[config.mk]
export PLATFORM = sky130hd
export DESIGN_NAME = nchar_word_packer
export DESIGN_NICKNAME = d
export VERILOG_FILES = /design/src/common/nchar_pkg.sv /design/src/hw/nchar_symbol_map.sv /design/src/hw/nchar_word_packer.sv
export SDC_FILE = /design/constraint.sdc
export NUM_CORES = 1
export LEC_CHECK = 0
export BUFFER_PORTS_ARGS = -buffer_cell sky130_fd_sc_hd__buf_2
export CORE_UTILIZATION = 45
export CTS_CLUSTER_SIZE = 20
export DETAILED_ROUTE_END_ITERATION = 16
export GPL_ROUTABILITY_DRIVEN = 0
export HOLD_SLACK_MARGIN = 0.03
export PLACE_DENSITY = 0.68
export SYNTH_ARGS = -nofsm -noshare
export SYNTH_HDL_FRONTEND = slang
export SYNTH_SLANG_ARGS = --single-unit
[constraint.sdc]
create_clock -name i_core_clk -period 2.5 [get_ports i_core_clk]
set_clock_uncertainty 0.05 [all_clocks]
set_input_delay 0.5 -clock i_core_clk [delete_from_list [all_inputs] [get_ports i_core_clk]]
set_output_delay 0.5 -clock i_core_clk [all_outputs]
set_load 0.05 [all_outputs]
[src/common/nchar_pkg.sv]
// constants shared by the packet-character word packer and its lane mapper
// assumes a single core clock domain and no software-visible registers
package nchar_pkg;
    localparam int unsigned        LANES        = 4;
    localparam int unsigned        SYM_W        = 8;
    localparam int unsigned        CHAR_W       = 9;
    localparam int unsigned        CTRL_BIT     = 8;
    localparam int unsigned        POS_W        = 3;
    localparam int unsigned        FCNT_W       = 7;
    localparam int unsigned        MAX_FRAME_WORDS = 64;
    // 8b/10b special symbols before the line coder (x in 4:0, y in 7:5)
    localparam logic [7:0]         SYM_EOP      = 8'hfd;
    localparam logic [7:0]         SYM_EEP      = 8'hfe;
    localparam logic [7:0]         SYM_FILL     = 8'hfb;
    // internal control codes, control flag set
    localparam logic [7:0]         CODE_EOP     = 8'h00;
    localparam logic [7:0]         CODE_EEP     = 8'h01;
    localparam logic [7:0]         CODE_FILL    = 8'h02;
    localparam logic [8:0]         CHAR_FILL    = {1'b1, CODE_FILL};
    localparam logic [2:0]         POS_FULL     = 3'h4;
endpackage

[src/hw/nchar_symbol_map.sv]
// one lane of character to symbol mapping, both directions, combinational
// assumes symbols carry a separate k flag beside the byte
`timescale 1ns/10ps
`default_nettype none
module nchar_symbol_map
(
    input  wire logic [8:0] i_tx_char,
    output logic      [7:0] o_tx_sym,
    output logic            o_tx_k,
    input  wire logic [7:0] i_rx_sym,
    input  wire logic       i_rx_k,
    output logic      [8:0] o_rx_char,
    output logic            o_rx_eop,
    output logic            o_rx_eep,
    output logic            o_rx_fill,
    output logic            o_rx_bad
);
    // ----------------------------------------
    // transmit direction
    // ----------------------------------------
    always_comb
    begin
        o_tx_k   = i_tx_char[nchar_pkg::CTRL_BIT];
        o_tx_sym = i_tx_char[7:0];
        if (o_tx_k)
        begin
            case (i_tx_char[7:0])
                nchar_pkg::CODE_EOP: o_tx_sym = nchar_pkg::SYM_EOP;
                nchar_pkg::CODE_EEP: o_tx_sym = nchar_pkg::SYM_EEP;
                // fill symbol; unknown codes also go out as fill, safest choice
                default:             o_tx_sym = nchar_pkg::SYM_FILL;
            endcase
        end
    end

    // ----------------------------------------
    // receive direction
    // ----------------------------------------
    always_comb
    begin
        o_rx_char = {1'b0, i_rx_sym};
        o_rx_eop  = 1'b0;
        o_rx_eep  = 1'b0;
        o_rx_fill = 1'b0;
        o_rx_bad  = 1'b0;
        if (i_rx_k)
        begin
            case (i_rx_sym)
                nchar_pkg::SYM_EOP:
                begin
                    o_rx_char = {1'b1, nchar_pkg::CODE_EOP};
                    o_rx_eop  = 1'b1;
                end
                nchar_pkg::SYM_EEP:
                begin
                    o_rx_char = {1'b1, nchar_pkg::CODE_EEP};
                    o_rx_eep  = 1'b1;
                end
                // fill is ordinary traffic, never an error
                nchar_pkg::SYM_FILL:
                begin
                    o_rx_char = nchar_pkg::CHAR_FILL;
                    o_rx_fill = 1'b1;
                end
                default:
                begin
                    o_rx_char = nchar_pkg::CHAR_FILL;
                    o_rx_bad  = 1'b1;
                end
            endcase
        end
    end
endmodule
`default_nettype wire

[src/hw/nchar_word_packer.sv]
// packs buffer characters into four-symbol words and unpacks received words
// assumes the frame layer adds control words; input buffer accepts every word
`timescale 1ns/10ps
`default_nettype none
module nchar_word_packer
#(
    parameter int unsigned FRAME_WORDS = nchar_pkg::MAX_FRAME_WORDS
)
(
    input  wire logic        i_core_clk,
    input  wire logic        i_rst_n,
    input  wire logic        i_tx_char_valid,
    input  wire logic [8:0]  i_tx_char,
    output logic             o_tx_char_ready,
    output logic             o_tx_word_valid,
    output logic      [31:0] o_tx_word,
    output logic      [3:0]  o_tx_k,
    output logic             o_tx_frame_last,
    input  wire logic        i_tx_word_ready,
    input  wire logic        i_rx_word_valid,
    input  wire logic [31:0] i_rx_word,
    input  wire logic [3:0]  i_rx_k,
    output logic             o_rx_valid,
    output logic      [35:0] o_rx_chars,
    output logic      [3:0]  o_rx_eop,
    output logic      [3:0]  o_rx_eep,
    output logic      [3:0]  o_rx_sop,
    output logic      [3:0]  o_rx_fill,
    output logic             o_rx_bad
);
    // the frame counter and its last-word mark serve only 1..64 words
    if (FRAME_WORDS < 1 || FRAME_WORDS > nchar_pkg::MAX_FRAME_WORDS)
    begin : g_bad_frame_words
        $error("FRAME_WORDS must lie in 1..64");
    end

    localparam logic [6:0] LAST_CNT = 7'(FRAME_WORDS - 1);

    typedef struct packed {
        logic [3:0][8:0]  lane;
        logic [2:0]       pos;
        logic             last_end;
        logic             ready;
        logic [31:0]      tx_word;
        logic [3:0]       tx_k;
        logic             tx_valid;
        logic             tx_last;
        logic [6:0]       fcnt;
        logic [35:0]      rx_chars;
        logic [3:0]       rx_eop;
        logic [3:0]       rx_eep;
        logic [3:0]       rx_sop;
        logic [3:0]       rx_fill;
        logic             rx_bad;
        logic             rx_valid;
        logic             expect_first;
    } state_t;

    state_t           s_q;
    state_t           s_d;
    logic [3:0][8:0]  pad_char;
    logic [3:0][7:0]  tx_sym;
    logic [3:0]       tx_kf;
    logic [3:0][8:0]  rx_char;
    logic [3:0]       rx_eop_l;
    logic [3:0]       rx_eep_l;
    logic [3:0]       rx_fill_l;
    logic [3:0]       rx_bad_l;
    logic             take;
    logic             can_emit;
    logic             flush;

    // ----------------------------------------
    // lane mappers
    // ----------------------------------------
    for (genvar g = 0; g < 4; g++)
    begin : g_lane
        // lanes past the fill point carry fill
        assign pad_char[g] = (3'(g) < s_q.pos) ? s_q.lane[g] : nchar_pkg::CHAR_FILL;
        nchar_symbol_map u_map
        (
            .i_tx_char (pad_char[g]),
            .o_tx_sym  (tx_sym[g]),
            .o_tx_k    (tx_kf[g]),
            .i_rx_sym  (i_rx_word[8*g +: 8]),
            .i_rx_k    (i_rx_k[g]),
            .o_rx_char (rx_char[g]),
            .o_rx_eop  (rx_eop_l[g]),
            .o_rx_eep  (rx_eep_l[g]),
            .o_rx_fill (rx_fill_l[g]),
            .o_rx_bad  (rx_bad_l[g])
        );
    end

    assign take     = s_q.ready && i_tx_char_valid;
    assign can_emit = !s_q.tx_valid || i_tx_word_ready;
    // flush a tail after an end marker once the source goes quiet
    assign flush    = can_emit && ((s_q.pos == nchar_pkg::POS_FULL)
                      || (s_q.pos != 3'h0 && s_q.last_end && !take));

    // ----------------------------------------
    // next state
    // ----------------------------------------
    always_comb
    begin
        logic exp_first;
        exp_first = s_q.expect_first;
        s_d       = s_q;
        if (s_q.tx_valid && i_tx_word_ready)
            s_d.tx_valid = 1'b0;
        // any lane accepts any character, end markers included
        if (take)
        begin
            s_d.lane[s_q.pos[1:0]] = i_tx_char;
            s_d.pos                = s_q.pos + 3'h1;
            // only an end marker lets a short word go; unknown codes count as fill
            s_d.last_end           = i_tx_char[nchar_pkg::CTRL_BIT]
                                     && (i_tx_char[7:0] == nchar_pkg::CODE_EOP
                                     || i_tx_char[7:0] == nchar_pkg::CODE_EEP);
        end
        // always four symbols; padding only behind a nonempty word
        if (flush)
        begin
            s_d.tx_word  = tx_sym;
            s_d.tx_k     = tx_kf;
            s_d.tx_valid = 1'b1;
            s_d.pos      = 3'h0;
            s_d.last_end = 1'b0;
            // mark the last word of each frame
            s_d.tx_last  = (s_q.fcnt == LAST_CNT);
            s_d.fcnt     = (s_q.fcnt == LAST_CNT) ? 7'h00 : s_q.fcnt + 7'h01;
        end
        // ready is registered from the next position, so it drops in the same cycle the word becomes full
        s_d.ready = (s_d.pos != nchar_pkg::POS_FULL);

        s_d.rx_valid = i_rx_word_valid;
        if (i_rx_word_valid)
        begin
            // first received character sits in the low lane
            s_d.rx_chars = rx_char;
            // fills are written on with the rest
            s_d.rx_fill  = rx_fill_l;
            // end markers close the packet, eep flags the error
            s_d.rx_eop   = rx_eop_l;
            s_d.rx_eep   = rx_eep_l;
            s_d.rx_bad   = |rx_bad_l;
            for (int i = 0; i < 4; i++)
            begin
                // first data after an end marker opens the next packet
                s_d.rx_sop[i] = exp_first && !rx_char[i][nchar_pkg::CTRL_BIT];
                if (!rx_char[i][nchar_pkg::CTRL_BIT])
                    exp_first = 1'b0;
                if (rx_eop_l[i] || rx_eep_l[i])
                    exp_first = 1'b1;
            end
            s_d.expect_first = exp_first;
        end
    end

    always_ff @(posedge i_core_clk or negedge i_rst_n)
    begin
        if (!i_rst_n)
        begin
            s_q              <= '0;
            s_q.expect_first <= 1'b1;
        end
        else
        begin
            s_q <= s_d;
        end
    end

    // ----------------------------------------
    // outputs
    // ----------------------------------------
    assign o_tx_char_ready = s_q.ready;
    assign o_tx_word_valid = s_q.tx_valid;
    assign o_tx_word       = s_q.tx_word;
    assign o_tx_k          = s_q.tx_k;
    assign o_tx_frame_last = s_q.tx_last;
    assign o_rx_valid      = s_q.rx_valid;
    assign o_rx_chars      = s_q.rx_chars;
    assign o_rx_eop        = s_q.rx_eop;
    assign o_rx_eep        = s_q.rx_eep;
    assign o_rx_sop        = s_q.rx_sop;
    assign o_rx_fill       = s_q.rx_fill;
    assign o_rx_bad        = s_q.rx_bad;
endmodule
`default_nettype wire

==> Implementation_results.wiki, run 1 <==
{| class="wikitable"
! Metric !! Value
|-
| Vias || 4909
|-
| Average wire per cell in the routed design || 16.0 um
|-
| Share of layout cells above drive strength 1 || 33.4%
|-
| Starting Density || 45.9%
|-
| Max-Cap Viols || 0
|-
| Ratio of final minimum period to clock period || 86.6%
|-
| Setup TNS || 0 ns
|-
| Maximum fanout along the worst path || 36
|-
| Setup ws final || 0.336 ns
|-
| DRT iter0 DRCs || 241
|-
| Static power due to leakage || 0.00375 uW
|-
| Number of sinks handled by clock tree synthesis || 141
|-
| Port buffer count || 142
|-
| Multi-input logic area || 2500 sq um
|-
| Synth warn || 0
|-
| Fin crit period || 2.16 ns
|-
| Via-to-Cell Ratio || 5.24
|-
| Total Wirelength || 15000 um
|-
| Fraction of the mapped netlist area in simple logic gates || 15.3%
|-
| Die Height || 126 um
|-
| Global-route wire length before repair || 24800 um
|-
| Dominant register cell in the synthesized netlist || dfrtp_1
|-
| Drc violations || 0
|-
| Chip Width || 126 um
|-
| Iteration count of the initial detailed-routing pass || 4
|-
| Post-route ant nets || 0
|-
| Share of the yosys chip area belonging to registers || 50.8%
|-
| Total power after layout || 9640 uW
|-
| Library cell appearing most often on the critical path || a21o_1
|-
| Peak supply drop || 622 uV
|-
| Overflow after GRT || 0
|-
| Post-detailed-placement half-perimeter wirelength || 10600 um
|-
| Crit path required time || 2.76 ns
|-
| Portion of netlist area occupied by mux cells || 6.91%
|-
| Crit path largest cell delay || 0.55 ns
|-
| Placement Rows || 45
|-
| Post-synthesis adder-cell area fraction || 0.900%
|-
| CTS clock-pin slew for the worst setup and hold paths || 0.06 ns
|-
| Via count of the first global-routing pass || 4857
|-
| Timing-limited maximum frequency || 0.462 GHz
|-
| Startpoint type of the worst setup path || flip-flop
|-
| RSZ-0062 raised after global routing || no
|-
| H-Tree Level Count || 4
|-
| Num ports || 143
|-
| Setup slack, reg-to-reg || 0.34 ns
|-
| Number of cells on the worst hold path || 2
|-
| Nets in the synthesized netlist || 733
|-
| Hold_sp || i_tx_word_ready
|-
| Global-route usage over all layers || 20.0%
|-
| Combinational family with the most area after synthesis || simple AND/OR/NAND/NOR gates
|-
| Worst flop-to-flop path startpoint || s_q[102]$_DFF_PN0_
|-
| Count of filler cells inserted in the layout || 1325
|-
| Synth Area in XOR/XNOR || 1.13%
|-
| Standard cell area after detailed placement || 7200 sq um
|-
| Type of element capturing the critical path || flip-flop
|-
| Commonest non-fill, non-tap cell in the layout || buf_2
|-
| Area enclosed by the die boundary || 15900 sq um
|-
| Setup violators final || 0
|-
| Antenna violations before repair || 0
|-
| Number of antenna cells inserted || 0
|-
| Register Area || 3530 sq um
|-
| Net total in the final layout || 790
|-
| Pin count of the biggest net entering global routing || 67
|-
| Post_cts resized || 0
|-
| Cell area power density || 1230 nW/um^2
|-
| FF-to-FF End || o_tx_word[16]$_DFFE_PN0N_
|-
| Slew at the pin closest to its max-slew limit || 0.726 ns
|-
| Layout-stage area growth over the synthesis result || 12.7%
|-
| Result of the run || finished clean
|-
| Worst-path cell with the longest stage delay || dfrtp_1
|-
| Worst min-delay path endpoint || o_tx_word_valid$_DFFE_PN0P_
|-
| Arrival time worst endpoint || 2.43 ns
|-
| Slew Limit Headroom || 51.5%
|-
| CTS Buf Count || 17
|-
| Root Buffer || clkbuf_16
|-
| Post-Route Utilization || 51.7%
|-
| EDFF count, synth || 0
|-
| Gate count of the mapped netlist || 678
|-
| Class of the tightest hold or removal check || in -> reg
|-
| Per-instance average area after synthesis || 10.3 sq um
|-
| Top library cells by usage in the layout, fill and taps aside || buf_2, dfrtp_1, nand2_1
|-
| Number of cells on the worst reg-to-reg path || 7
|-
| Synthesized flop and latch total || 141
|-
| Critical Setup Path Class || reg -> reg
|-
| Core area || 15100 sq um
|-
| Cells along the critical path || inv_1 -> ha_1 -> mux2i_1 -> a21o_1 -> buf_12 -> a211oi_1 -> a21o_1
|-
| Maximum number of buffers from clock root to sink || 2
|-
| Share of the synthesized area in compound gates (AO/OA/AOI/OAI) || 11.6%
|-
| Worst-Skew Late Latency || 0.42 ns
|-
| Layout Cell Area excl Fill || 7840 sq um
|-
| Share of synthesized flip-flops with an asynchronous set or reset || 100%
|-
| Final hold vios || 0
|-
| Count of distinct cell types in the synthesized netlist || 62
|-
| Max-slew violation count || 0
|-
| Post-Syn Area || 6950 sq um
|-
| Post-Place Setup Slack || 0.339 ns
|-
| CTS tree || yes
|}
==> metrics by stage <==
step / std cells / hold slack, ns
floorplan: 678 / 0.154
global placement: 903 / 0.396
detailed placement: 903 / 0.405
CTS: 936 / 0.255
global route: 936 / 0.254
finish: 936 / 0.262
==> worst max-delay path, delay by kind of cell, from the launching register on <==
kind	cells	cell delay, ns
fa+ha+maj	1	0.24
compound gates	3	0.57
flops	1	0.55
mux	1	0.28
buf+inv	2	0.36
==> cells by family after synthesis <==
| logic type | after synthesis |
|---|---|
| flip-flops | 141 |
| AND/OR/NAND/NOR | 202 |
| AO/OA/AOI/OAI | 129 |
| multiplexers | 43 |
| buffers and inverters | 149 |
| XOR/XNOR | 9 |
| adder cells (fa/ha/maj) | 5 |
==> flip-flops by register name, summed over array words and instances (netlist names) <==
name / flops
o_rx_sop: 4
o_rx_fill: 4
o_tx_k: 4
o_rx_eep: 4
s_q: 48
o_rx_bad: 1
o_tx_frame_last: 1
o_rx_chars: 36
o_rx_eop: 4
o_tx_char_ready: 1
o_tx_word_valid: 1
o_rx_valid: 1
o_tx_word: 32
==> cell usage after synthesis, types with 4 or more instances <==
cell type	n	area, sq um
a21o_1	6	45.0
nand2_1	86	323
buf_2	9	45.0
a31oi_1	8	50.1
o21ai_1	4	20.0
nor2b_1	10	62.6
o2bb2ai_1	6	52.6
and2_1	4	25.0
xnor2_1	4	35.0
nand3_1	10	50.1
nand3b_1	23	173
o31ai_1	5	37.5
nor4_1	5	31.3
clkbuf_1	9	33.8
dfrtp_1	140	3500
mux2_2	40	450
xor2_1	5	43.8
o21ai_0	62	310
ha_1	5	62.6
nand4_1	7	43.8
a21oi_1	13	65.1
buf_4	90	676
nor2_1	25	93.8
a31o_2	6	52.6
buf_1	4	15.0
inv_1	33	124
==> routing by layer <==
metal	part of all wire (%)	routed length (um)	track usage, %
met5	0	0	0
met2	48	7230	32.1
met4	1.2	182	7.51
met1	45	6810	25.6
met3	5.1	759	5.78
==> worst max path at each step <==
stage                                   from                        end  slack, ns  cells after the start
after floorplan           s_q[103]$_DFF_PN0_        s_q[61]$_DFFE_PN0N_       0.74                      6
after global placement    s_q[102]$_DFF_PN0_  o_tx_word[16]$_DFFE_PN0N_       0.44                      7
after detailed placement  s_q[102]$_DFF_PN0_  o_tx_word[16]$_DFFE_PN0N_       0.34                      7
after CTS                 s_q[102]$_DFF_PN0_  o_tx_word[16]$_DFFE_PN0N_       0.32                      7
after global routing      s_q[102]$_DFF_PN0_  o_tx_word[16]$_DFFE_PN0N_       0.17                      7
final                     s_q[102]$_DFF_PN0_  o_tx_word[16]$_DFFE_PN0N_       0.34                      7
==> final cells by class <==
cell class,instances,area share (%)
flip-flops and latches,141,45.0
multi-input cells,388,31.9
repair buffers,152,10.5
clock buffers,17,5.43
well taps,188,3.00
clock inverters,15,2.51
inverters,35,1.68
==> what timing repair did <==
| item | 4_1_cts | 5_1_grt |
|---|---|---|
| endpoints found under the hold margin | 47 | 0 |
| endpoints found under the setup margin | 0 | 0 |
| hold buffers | 1 | 0 |
| buffers inserted | 0 | 0 |
==> report_power, final <==
part | leakage, uW | internal (uW) | switching [uW]
Clock | 0.000295 | 1660 | 987
Sequential | 0.00174 | 3000 | 554
Combinational | 0.00171 | 1060 | 2370
Note: power is estimated with default switching activity, not from simulation.
==> run 2: changes to the inputs <==
--- a/config.mk
+++ b/config.mk
@@ -6,6 +6,7 @@
 export NUM_CORES = 1
 export LEC_CHECK = 0
 export BUFFER_PORTS_ARGS = -buffer_cell sky130_fd_sc_hd__buf_2
+export CORE_ASPECT_RATIO = 1.25
 export CORE_UTILIZATION = 45
 export CTS_CLUSTER_SIZE = 20
 export DETAILED_ROUTE_END_ITERATION = 16
==> run 2 against run 1 <==
Compared with the run above: critical path depth is 1 lower; first-iteration DRC count decreased by 8.3%; combinational power about the same; total power decreased by 0.75%; largest cell class unchanged; die area is essentially flat; worst setup slack better by 0.13 ns; highest routed layer unchanged; design area down 0.16%; clock power shrank 3%; via count increased by 1.6%; critical path type unchanged; sequential share of layout area is 0.072 points higher; sequential power is essentially flat.
==> Implementation_results.wiki, run 2 (synthesized netlist as in run 1, its figures left out) <==
{| class="wikitable"
! Metric !! Value
|-
| CTS tree || yes (unchanged)
|-
| Overflow after GRT || 0 (unchanged)
|-
| Chip Width || 113 um (was 126 um)
|-
| Ratio of final minimum period to clock period || 81.4% (was 86.6%)
|-
| Share of layout cells above drive strength 1 || 33.2% (was 33.4%)
|-
| Max-slew violation count || 0 (unchanged)
|-
| Post-CTS Setup Bufs || 0 (unchanged)
|-
| Iteration count of the initial detailed-routing pass || 4 (unchanged)
|-
| Number of sinks handled by clock tree synthesis || 141 (unchanged)
|-
| Via count of the first global-routing pass || 5092 (was 4857)
|-
| Net total in the final layout || 791 (was 790)
|-
| Post-detailed-placement half-perimeter wirelength || 11000 um (was 10600 um)
|-
| Flip-flop count of the largest register after layout || 48 (unchanged)
|-
| Placement Rows || 50 (was 45)
|-
| Crit path required time || 2.76 ns (about the same)
|-
| Critical path's top delay family || compound AO/OA/AOI/OAI gates (unchanged)
|-
| Global-route usage over all layers || 20.2% (was 20.0%)
|-
| Drc violations || 0 (unchanged)
|-
| Max-Cap Viols || 0 (unchanged)
|-
| Layout Cell Area excl Fill || 7820 sq um (was 7840 sq um)
|-
| Total Wirelength || 15200 um (was 15000 um)
|-
| Internal Power || 5640 uW (was 5730 uW)
|-
| Count of filler cells inserted in the layout || 1338 (was 1325)
|-
| Clock network power share || 26.8% (was 27.5%)
|-
| Core area || 15000 sq um (was 15100 sq um)
|-
| Switching power || 3940 uW (was 3910 uW)
|-
| Root Buffer || clkbuf_16 (unchanged)
|-
| Arrival time worst endpoint || 2.30 ns (was 2.43 ns)
|-
| Worst-Skew Late Latency || 0.42 ns (about the same)
|-
| Static power due to leakage || 0.00374 uW (was 0.00375 uW)
|-
| Die Height || 141 um (was 126 um)
|-
| Top library cells by usage in the layout, fill and taps aside || buf_2, dfrtp_1, nand2_1 (unchanged)
|-
| CTS Buf Count || 17 (unchanged)
|-
| Port buffer count || 142 (unchanged)
|-
| Final hold vios || 0 (unchanged)
|-
| Timing-limited maximum frequency || 0.491 GHz (was 0.462 GHz)
|-
| Antenna violations before repair || 0 (unchanged)
|-
| Standard cell area after detailed placement || 7220 sq um (was 7200 sq um)
|-
| Post-Route Utilization || 52.1% (was 51.7%)
|-
| Buffer and inverter count on the worst path || 2 (unchanged)
|-
| Via-to-Cell Ratio || 5.36 (was 5.24)
|-
| Number of antenna cells inserted || 0 (unchanged)
|-
| Pin count of the biggest net entering global routing || 82 (was 67)
|-
| Crit path largest cell delay || 0.58 ns (was 0.55 ns)
|-
| Type of element capturing the critical path || flip-flop (unchanged)
|-
| Layout-stage area growth over the synthesis result || 12.5% (was 12.7%)
|-
| Setup violators final || 0 (unchanged)
|-
| Commonest non-fill, non-tap cell in the layout || buf_2 (unchanged)
|-
| Starting Density || 46.3% (was 45.9%)
|-
| RSZ-0062 raised after global routing || no (unchanged)
|-
| Cell area power density || 1220 nW/um^2 (was 1230 nW/um^2)
|-
| Cts-stage hold buffer count || 1 (unchanged)
|-
| Power share of the sequential group || 37.3% (was 36.9%)
|-
| Post-Place Setup Slack || 0.524 ns (was 0.339 ns)
|-
| Maximum number of buffers from clock root to sink || 2 (unchanged)
|-
| Global-route wire length before repair || 25100 um (was 24800 um)
|-
| Slew Limit Headroom || 61.4% (was 51.5%)
|-
| Fin crit period || 2.04 ns (was 2.16 ns)
|-
| Startpoint type of the worst setup path || flip-flop (unchanged)
|-
| Area enclosed by the die boundary || 15900 sq um (about the same)
|-
| Worst hold margin || 0.238 ns (was 0.262 ns)
|-
| Critical Setup Path Class || reg -> reg (unchanged)
|-
| Register with the highest flop count || s_q (unchanged)
|-
| Setup ws final || 0.464 ns (was 0.336 ns)
|-
| Worst-path cell with the longest stage delay || dfrtp_1 (unchanged)
|-
| Average wire per cell in the routed design || 16.3 um (was 16.0 um)
|-
| Peak supply drop || 443 uV (was 622 uV)
|-
| Cells along the critical path || inv_1 -> ha_1 -> mux2i_1 -> a21o_1 -> buf_12 -> o41ai_2 (was inv_1 -> ha_1 -> mux2i_1 -> a21o_1 -> buf_12 -> a211oi_1 -> a21o_1)
|-
| Maximum fanout along the worst path || 40 (was 36)
|-
| Num ports || 143 (unchanged)
|-
| H-Tree Level Count || 4 (unchanged)
|-
| DRT iter0 DRCs || 221 (was 241)
|-
| Sw Share || 41.1% (was 40.6%)
|-
| Setup TNS || 0 ns (unchanged)
|-
| Result of the run || finished clean (unchanged)
|-
| Class of the tightest hold or removal check || in -> reg (unchanged)
|-
| Post_cts resized || 0 (unchanged)
|-
| Post-route ant nets || 0 (unchanged)
|-
| CTS clock-pin slew for the worst setup and hold paths || 0.06 ns (about the same)
|-
| Vias || 4987 (was 4909)
|-
| Portion of total power attributed to combinational logic || 35.9% (was 35.6%)
|-
| Slew at the pin closest to its max-slew limit || 0.579 ns (was 0.726 ns)
|}
run 2: cell types whose count changed in the layout (fill, tap and decap cells not counted), sizes merged:
cell | before | now
clkbuf | 17 | 19
bufinv | 4 | 3
clkinv | 7 | 3
buf | 151 | 152
clkinvlp | 4 | 5
inv | 35 | 37
run 2: layer usage:
metal	up-vias	GRT usage (%)	routed length, um
li1	2347	-	-
met1	2452	22.4	6080
met2	158	35.1	7720
met3	30	6.45	896
met4	0	9.56	518
met5	-	0	0
run 2: power by group through the flow:
| stage | sequential (uW) | clock (uW) | combinational [uW] |
|---|---|---|---|
| after floorplan | 3480 | 0 | 3140 |
| after global placement | 3560 | 0 | 3380 |
| after detailed placement | 3610 | 0 | 3460 |
| after CTS | 3570 | 2610 | 3470 |
| after global routing | 3660 | 2700 | 3720 |
| final | 3570 | 2560 | 3440 |
run 2: worst register-to-register path, stage by stage (launching register included):
cell and delay (ns):
dfrtp_1 0.58, inv_1 0.13, ha_1 0.23, mux2i_1 0.17
a21o_1 0.24, buf_12 0.18, o41ai_2 0.35
run 2: worst paths after layout:
check / start / to / slack (ns) / cells past startpoint
max: s_q[103]$_DFF_PN0_ / s_q[60]$_DFFE_PN0N_ / 0.46 / 6
min: i_tx_word_ready / o_tx_word_valid$_DFFE_PN0P_ / 0.24 / 2
max reg2reg: s_q[103]$_DFF_PN0_ / s_q[60]$_DFFE_PN0N_ / 0.46 / 6
min reg2reg: o_tx_word[5]$_DFFE_PN0N_ / o_tx_word[5]$_DFFE_PN0N_ / 0.41 / 2
max in group asynchronous: i_rst_n / o_tx_word[2]$_DFFE_PN0N_ / 1.13 / 3
min in group asynchronous: i_rst_n / o_tx_word[12]$_DFFE_PN0N_ / 0.58 / 2
run 2: cell type report:
cell class              instances  area [sq um]  share of cell area [%]
multi-input cells             388          2500                    31.9
well taps                     182           228                    2.91
clock inverters                13           164                    2.10
repair buffers                153           840                    10.7
flip-flops and latches        141          3530                    45.1
inverters                      35           131                    1.68
clock buffers                  19           433                    5.53
run 2: through the flow:
stage	total power [uW]	instances
after floorplan	6620	678
after global placement	6940	898
final	9570	931
after global routing	10100	931
after CTS	9650	931
after detailed placement	7070	898
==> run 3: changes to the inputs <==
--- a/config.mk
+++ b/config.mk
@@ -12,7 +12,7 @@
 export DETAILED_ROUTE_END_ITERATION = 16
 export GPL_ROUTABILITY_DRIVEN = 0
 export HOLD_SLACK_MARGIN = 0.03
-export PLACE_DENSITY = 0.68
+export PLACE_DENSITY = 0.7
 export SYNTH_ARGS = -nofsm -noshare
 export SYNTH_HDL_FRONTEND = slang
 export SYNTH_SLANG_ARGS = --single-unit
==> constraint.sdc (replaced) <==
create_clock -name i_core_clk -period 1.65 [get_ports i_core_clk]
set_clock_uncertainty 0.05 [all_clocks]
set_input_delay 0.33 -clock i_core_clk [delete_from_list [all_inputs] [get_ports i_core_clk]]
set_output_delay 0.33 -clock i_core_clk [all_outputs]
set_load 0.05 [all_outputs]
==> run 3 against run 2 <==
Compared with the run above: register-to-register slack worse by 0.45 ns; flip-flop and latch count did not move; design area grew 2.8%; largest cell class unchanged; combinational power rose by 63%; sequential power increased by 51%; hold slack worse by 0.19 ns; sequential share of layout area down 1.2 points; clock power up 51%; total power is 55% higher; critical path type unchanged; cell count is 1.5% higher; count of clock-buffer cells in the layout down 2; utilization rose by 1.5 points.
==> Implementation_results.wiki, run 3 (synthesized netlist as in run 1, its figures left out) <==
{| class="wikitable"
! Metric !! Value
|-
| Result of the run || finished clean (unchanged)
|-
| Final hold vios || 0 (unchanged)
|-
| Iteration count of the initial detailed-routing pass || 4 (unchanged)
|-
| Flip-flop count of the largest register after layout || 48 (unchanged)
|-
| Cells along the critical path || inv_2 -> ha_4 -> mux2i_4 -> a21o_1 -> buf_4 -> o41ai_2 (was inv_1 -> ha_1 -> mux2i_1 -> a21o_1 -> buf_12 -> o41ai_2)
|-
| Maximum number of buffers from clock root to sink || 2 (unchanged)
|-
| Number of instances in the placed design || 911 (was 898)
|-
| Standard cell area after detailed placement || 7360 sq um (was 7220 sq um)
|-
| Post-detailed-placement half-perimeter wirelength || 11400 um (was 11000 um)
|-
| Worst-path cell with the longest stage delay || dfrtp_2 (was dfrtp_1)
|-
| Chip Width || 113 um (unchanged)
|-
| Global-route usage over all layers || 20.6% (was 20.2%)
|-
| Critical Setup Path Class || reg -> reg (unchanged)
|-
| Global-route wire length before repair || 25400 um (was 25100 um)
|-
| Vias || 4979 (was 4987)
|-
| Die Height || 141 um (unchanged)
|-
| Top library cells by usage in the layout, fill and taps aside || buf_2, dfrtp_1, nand2_1 (unchanged)
|-
| Arrival time worst endpoint || 1.90 ns (was 2.30 ns)
|-
| CTS Buf Count || 17 (unchanged)
|-
| Type of element capturing the critical path || flip-flop (unchanged)
|-
| H-Tree Level Count || 4 (unchanged)
|-
| Overflow after GRT || 0 (unchanged)
|-
| Root Buffer || clkbuf_16 (unchanged)
|-
| Number of antenna cells inserted || 0 (unchanged)
|-
| Crit path required time || 1.91 ns (was 2.76 ns)
|-
| Drc violations || 0 (unchanged)
|-
| Fin crit period || 1.64 ns (was 2.04 ns)
|-
| RSZ-0062 raised after global routing || yes (was no)
|-
| Worst-Skew Late Latency || 0.42 ns (about the same)
|-
| Timing-limited maximum frequency || 0.611 GHz (was 0.491 GHz)
|-
| Setup violators final || 0 (unchanged)
|-
| Register with the highest flop count || s_q (unchanged)
|-
| Startpoint type of the worst setup path || flip-flop (unchanged)
|-
| Number of cells on the worst reg-to-reg path || 6 (unchanged)
|-
| Starting Density || 46.3% (unchanged)
|-
| Average wire per cell in the routed design || 16.4 um (was 16.3 um)
|-
| Hold_sp || i_tx_word_ready (unchanged)
|-
| Maximum fanout along the worst path || 10 (was 40)
|-
| Total Wirelength || 15500 um (was 15200 um)
|-
| Number of sinks handled by clock tree synthesis || 141 (unchanged)
|-
| Layout Cell Area excl Fill || 8040 sq um (was 7820 sq um)
|-
| Share of layout cells above drive strength 1 || 36.4% (was 33.2%)
|-
| DRT iter0 DRCs || 188 (was 221)
|-
| FF-to-FF End || s_q[60]$_DFFE_PN0N_ (unchanged)
|-
| CTS clock-pin slew for the worst setup and hold paths || 0.06 ns (about the same)
|-
| Num ports || 143 (unchanged)
|-
| Post-route ant nets || 0 (unchanged)
|-
| Net total in the final layout || 805 (was 791)
|-
| Worst min-delay path endpoint || o_tx_word_valid$_DFFE_PN0P_ (unchanged)
|-
| Via-to-Cell Ratio || 5.27 (was 5.36)
|-
| Slew Limit Headroom || 63.7% (was 61.4%)
|-
| Setup slack, reg-to-reg || 0.01 ns (was 0.46 ns)
|-
| Class of the tightest hold or removal check || in -> reg (unchanged)
|-
| Max-Cap Viols || 0 (unchanged)
|-
| Via count of the first global-routing pass || 5137 (was 5092)
|-
| Layout-stage area growth over the synthesis result || 15.7% (was 12.5%)
|-
| Peak supply drop || 623 uV (was 443 uV)
|-
| Port buffer count || 142 (unchanged)
|-
| Crit path largest cell delay || 0.37 ns (was 0.58 ns)
|-
| CTS tree || yes (unchanged)
|-
| Commonest non-fill, non-tap cell in the layout || buf_2 (unchanged)
|-
| Number of cells on the worst hold path || 2 (unchanged)
|-
| Post-Layout Cell Count || 945 (was 931)
|-
| Placement Rows || 50 (unchanged)
|-
| Static power due to leakage || 0.00385 uW (was 0.00374 uW)
|-
| Slew at the pin closest to its max-slew limit || 0.544 ns (was 0.579 ns)
|-
| Max-slew violation count || 0 (unchanged)
|-
| Cell area power density || 1850 nW/um^2 (was 1220 nW/um^2)
|-
| Ratio of final minimum period to clock period || 99.2% (was 81.4%)
|-
| Antenna violations before repair || 0 (unchanged)
|-
| Worst flop-to-flop path startpoint || s_q[103]$_DFF_PN0_ (unchanged)
|-
| Area enclosed by the die boundary || 15900 sq um (unchanged)
|-
| Core area || 15000 sq um (unchanged)
|-
| Pin count of the biggest net entering global routing || 41 (was 82)
|}
[run 3: changes by cell type in the layout (fill, tap and decap cells not counted), sizes merged]
cell,change
clkbuf,-2
clkinv,+1
inv,+7
buf,+14
clkinvlp,-5
bufinv,-1
[run 3: power breakdown]
| part | internal (uW) | total, uW | switching (uW) |
|---|---|---|---|
| Combinational | 1850 | 5590 | 3740 |
| Clock | 2270 | 3870 | 1600 |
| Sequential | 4560 | 5380 | 825 |
| Total | 8690 | 14900 | 6160 |
[run 3: layout make-up]
| type | count | area (sq um) |
|---|---|---|
| clock buffers | 17 | 425 |
| clock inverters | 15 | 169 |
| fillers | 1343 | 6970 |
| inverters | 35 | 131 |
| multi-input cells | 388 | 2570 |
| flip-flops and latches | 141 | 3530 |
| well taps | 182 | 228 |
| repair buffers | 167 | 986 |
[run 3: layer usage]
metal	track usage [%]	share of wire, %
met1	22.1	39
met2	37.6	53
met3	6.10	4.9
met4	8.31	2.8
met5	0	0
[run 3: stage by stage]
step | power (uW) | setup slack [ns] | hold slack [ns] | TNS, ns | util, %
final | 14900 | 0.0135 | 0.0528 | 0 | 53.6
after global routing | 15600 | -0.0311 | 0.0817 | -0.446 | 53.6
after CTS | 14800 | 0.0258 | 0.0420 | 0 | 53.2
after detailed placement | 10900 | -0.0263 | 0.202 | -0.216 | 49.0
after global placement | 10700 | 0.0324 | 0.193 | 0 | 49.0
after floorplan | 10100 | 0.000185 | -0.0156 | 0 | -
[run 3: how the worst max path moves through the flow]
stage                                  start                         to  slack (ns)  cells after the start
after floorplan           s_q[102]$_DFF_PN0_  o_tx_word[23]$_DFFE_PN0N_      0.0002                      8
after global placement    s_q[102]$_DFF_PN0_  o_tx_word[30]$_DFFE_PN0N_        0.03                      8
after detailed placement  s_q[102]$_DFF_PN0_   o_tx_word[7]$_DFFE_PN0N_       -0.03                      8
after CTS                 s_q[102]$_DFF_PN0_   o_tx_word[7]$_DFFE_PN0N_        0.03                      8
after global routing      s_q[103]$_DFF_PN0_  o_tx_word[27]$_DFFE_PN0N_       -0.03                      8
final                     s_q[103]$_DFF_PN0_        s_q[60]$_DFFE_PN0N_        0.01                      6
[run 3: worst max-delay path: cells and delay by family, from the launching register on]
family	cells	cell delay [ns]
adder cells (fa/ha/maj)	1	0.16
AO/OA/AOI/OAI	2	0.52
buffers and inverters	2	0.23
flip-flops	1	0.37
multiplexers	1	0.19
[run 3: what timing repair did]
item / CTS / global route
resized for setup: 3 / 11
setup endpoints to repair: 24 / 29
pin swaps: 0 / 4
setup buffers: 0 / 1
hold buffers: 1 / 0
hold endpoints to repair: 24 / 0
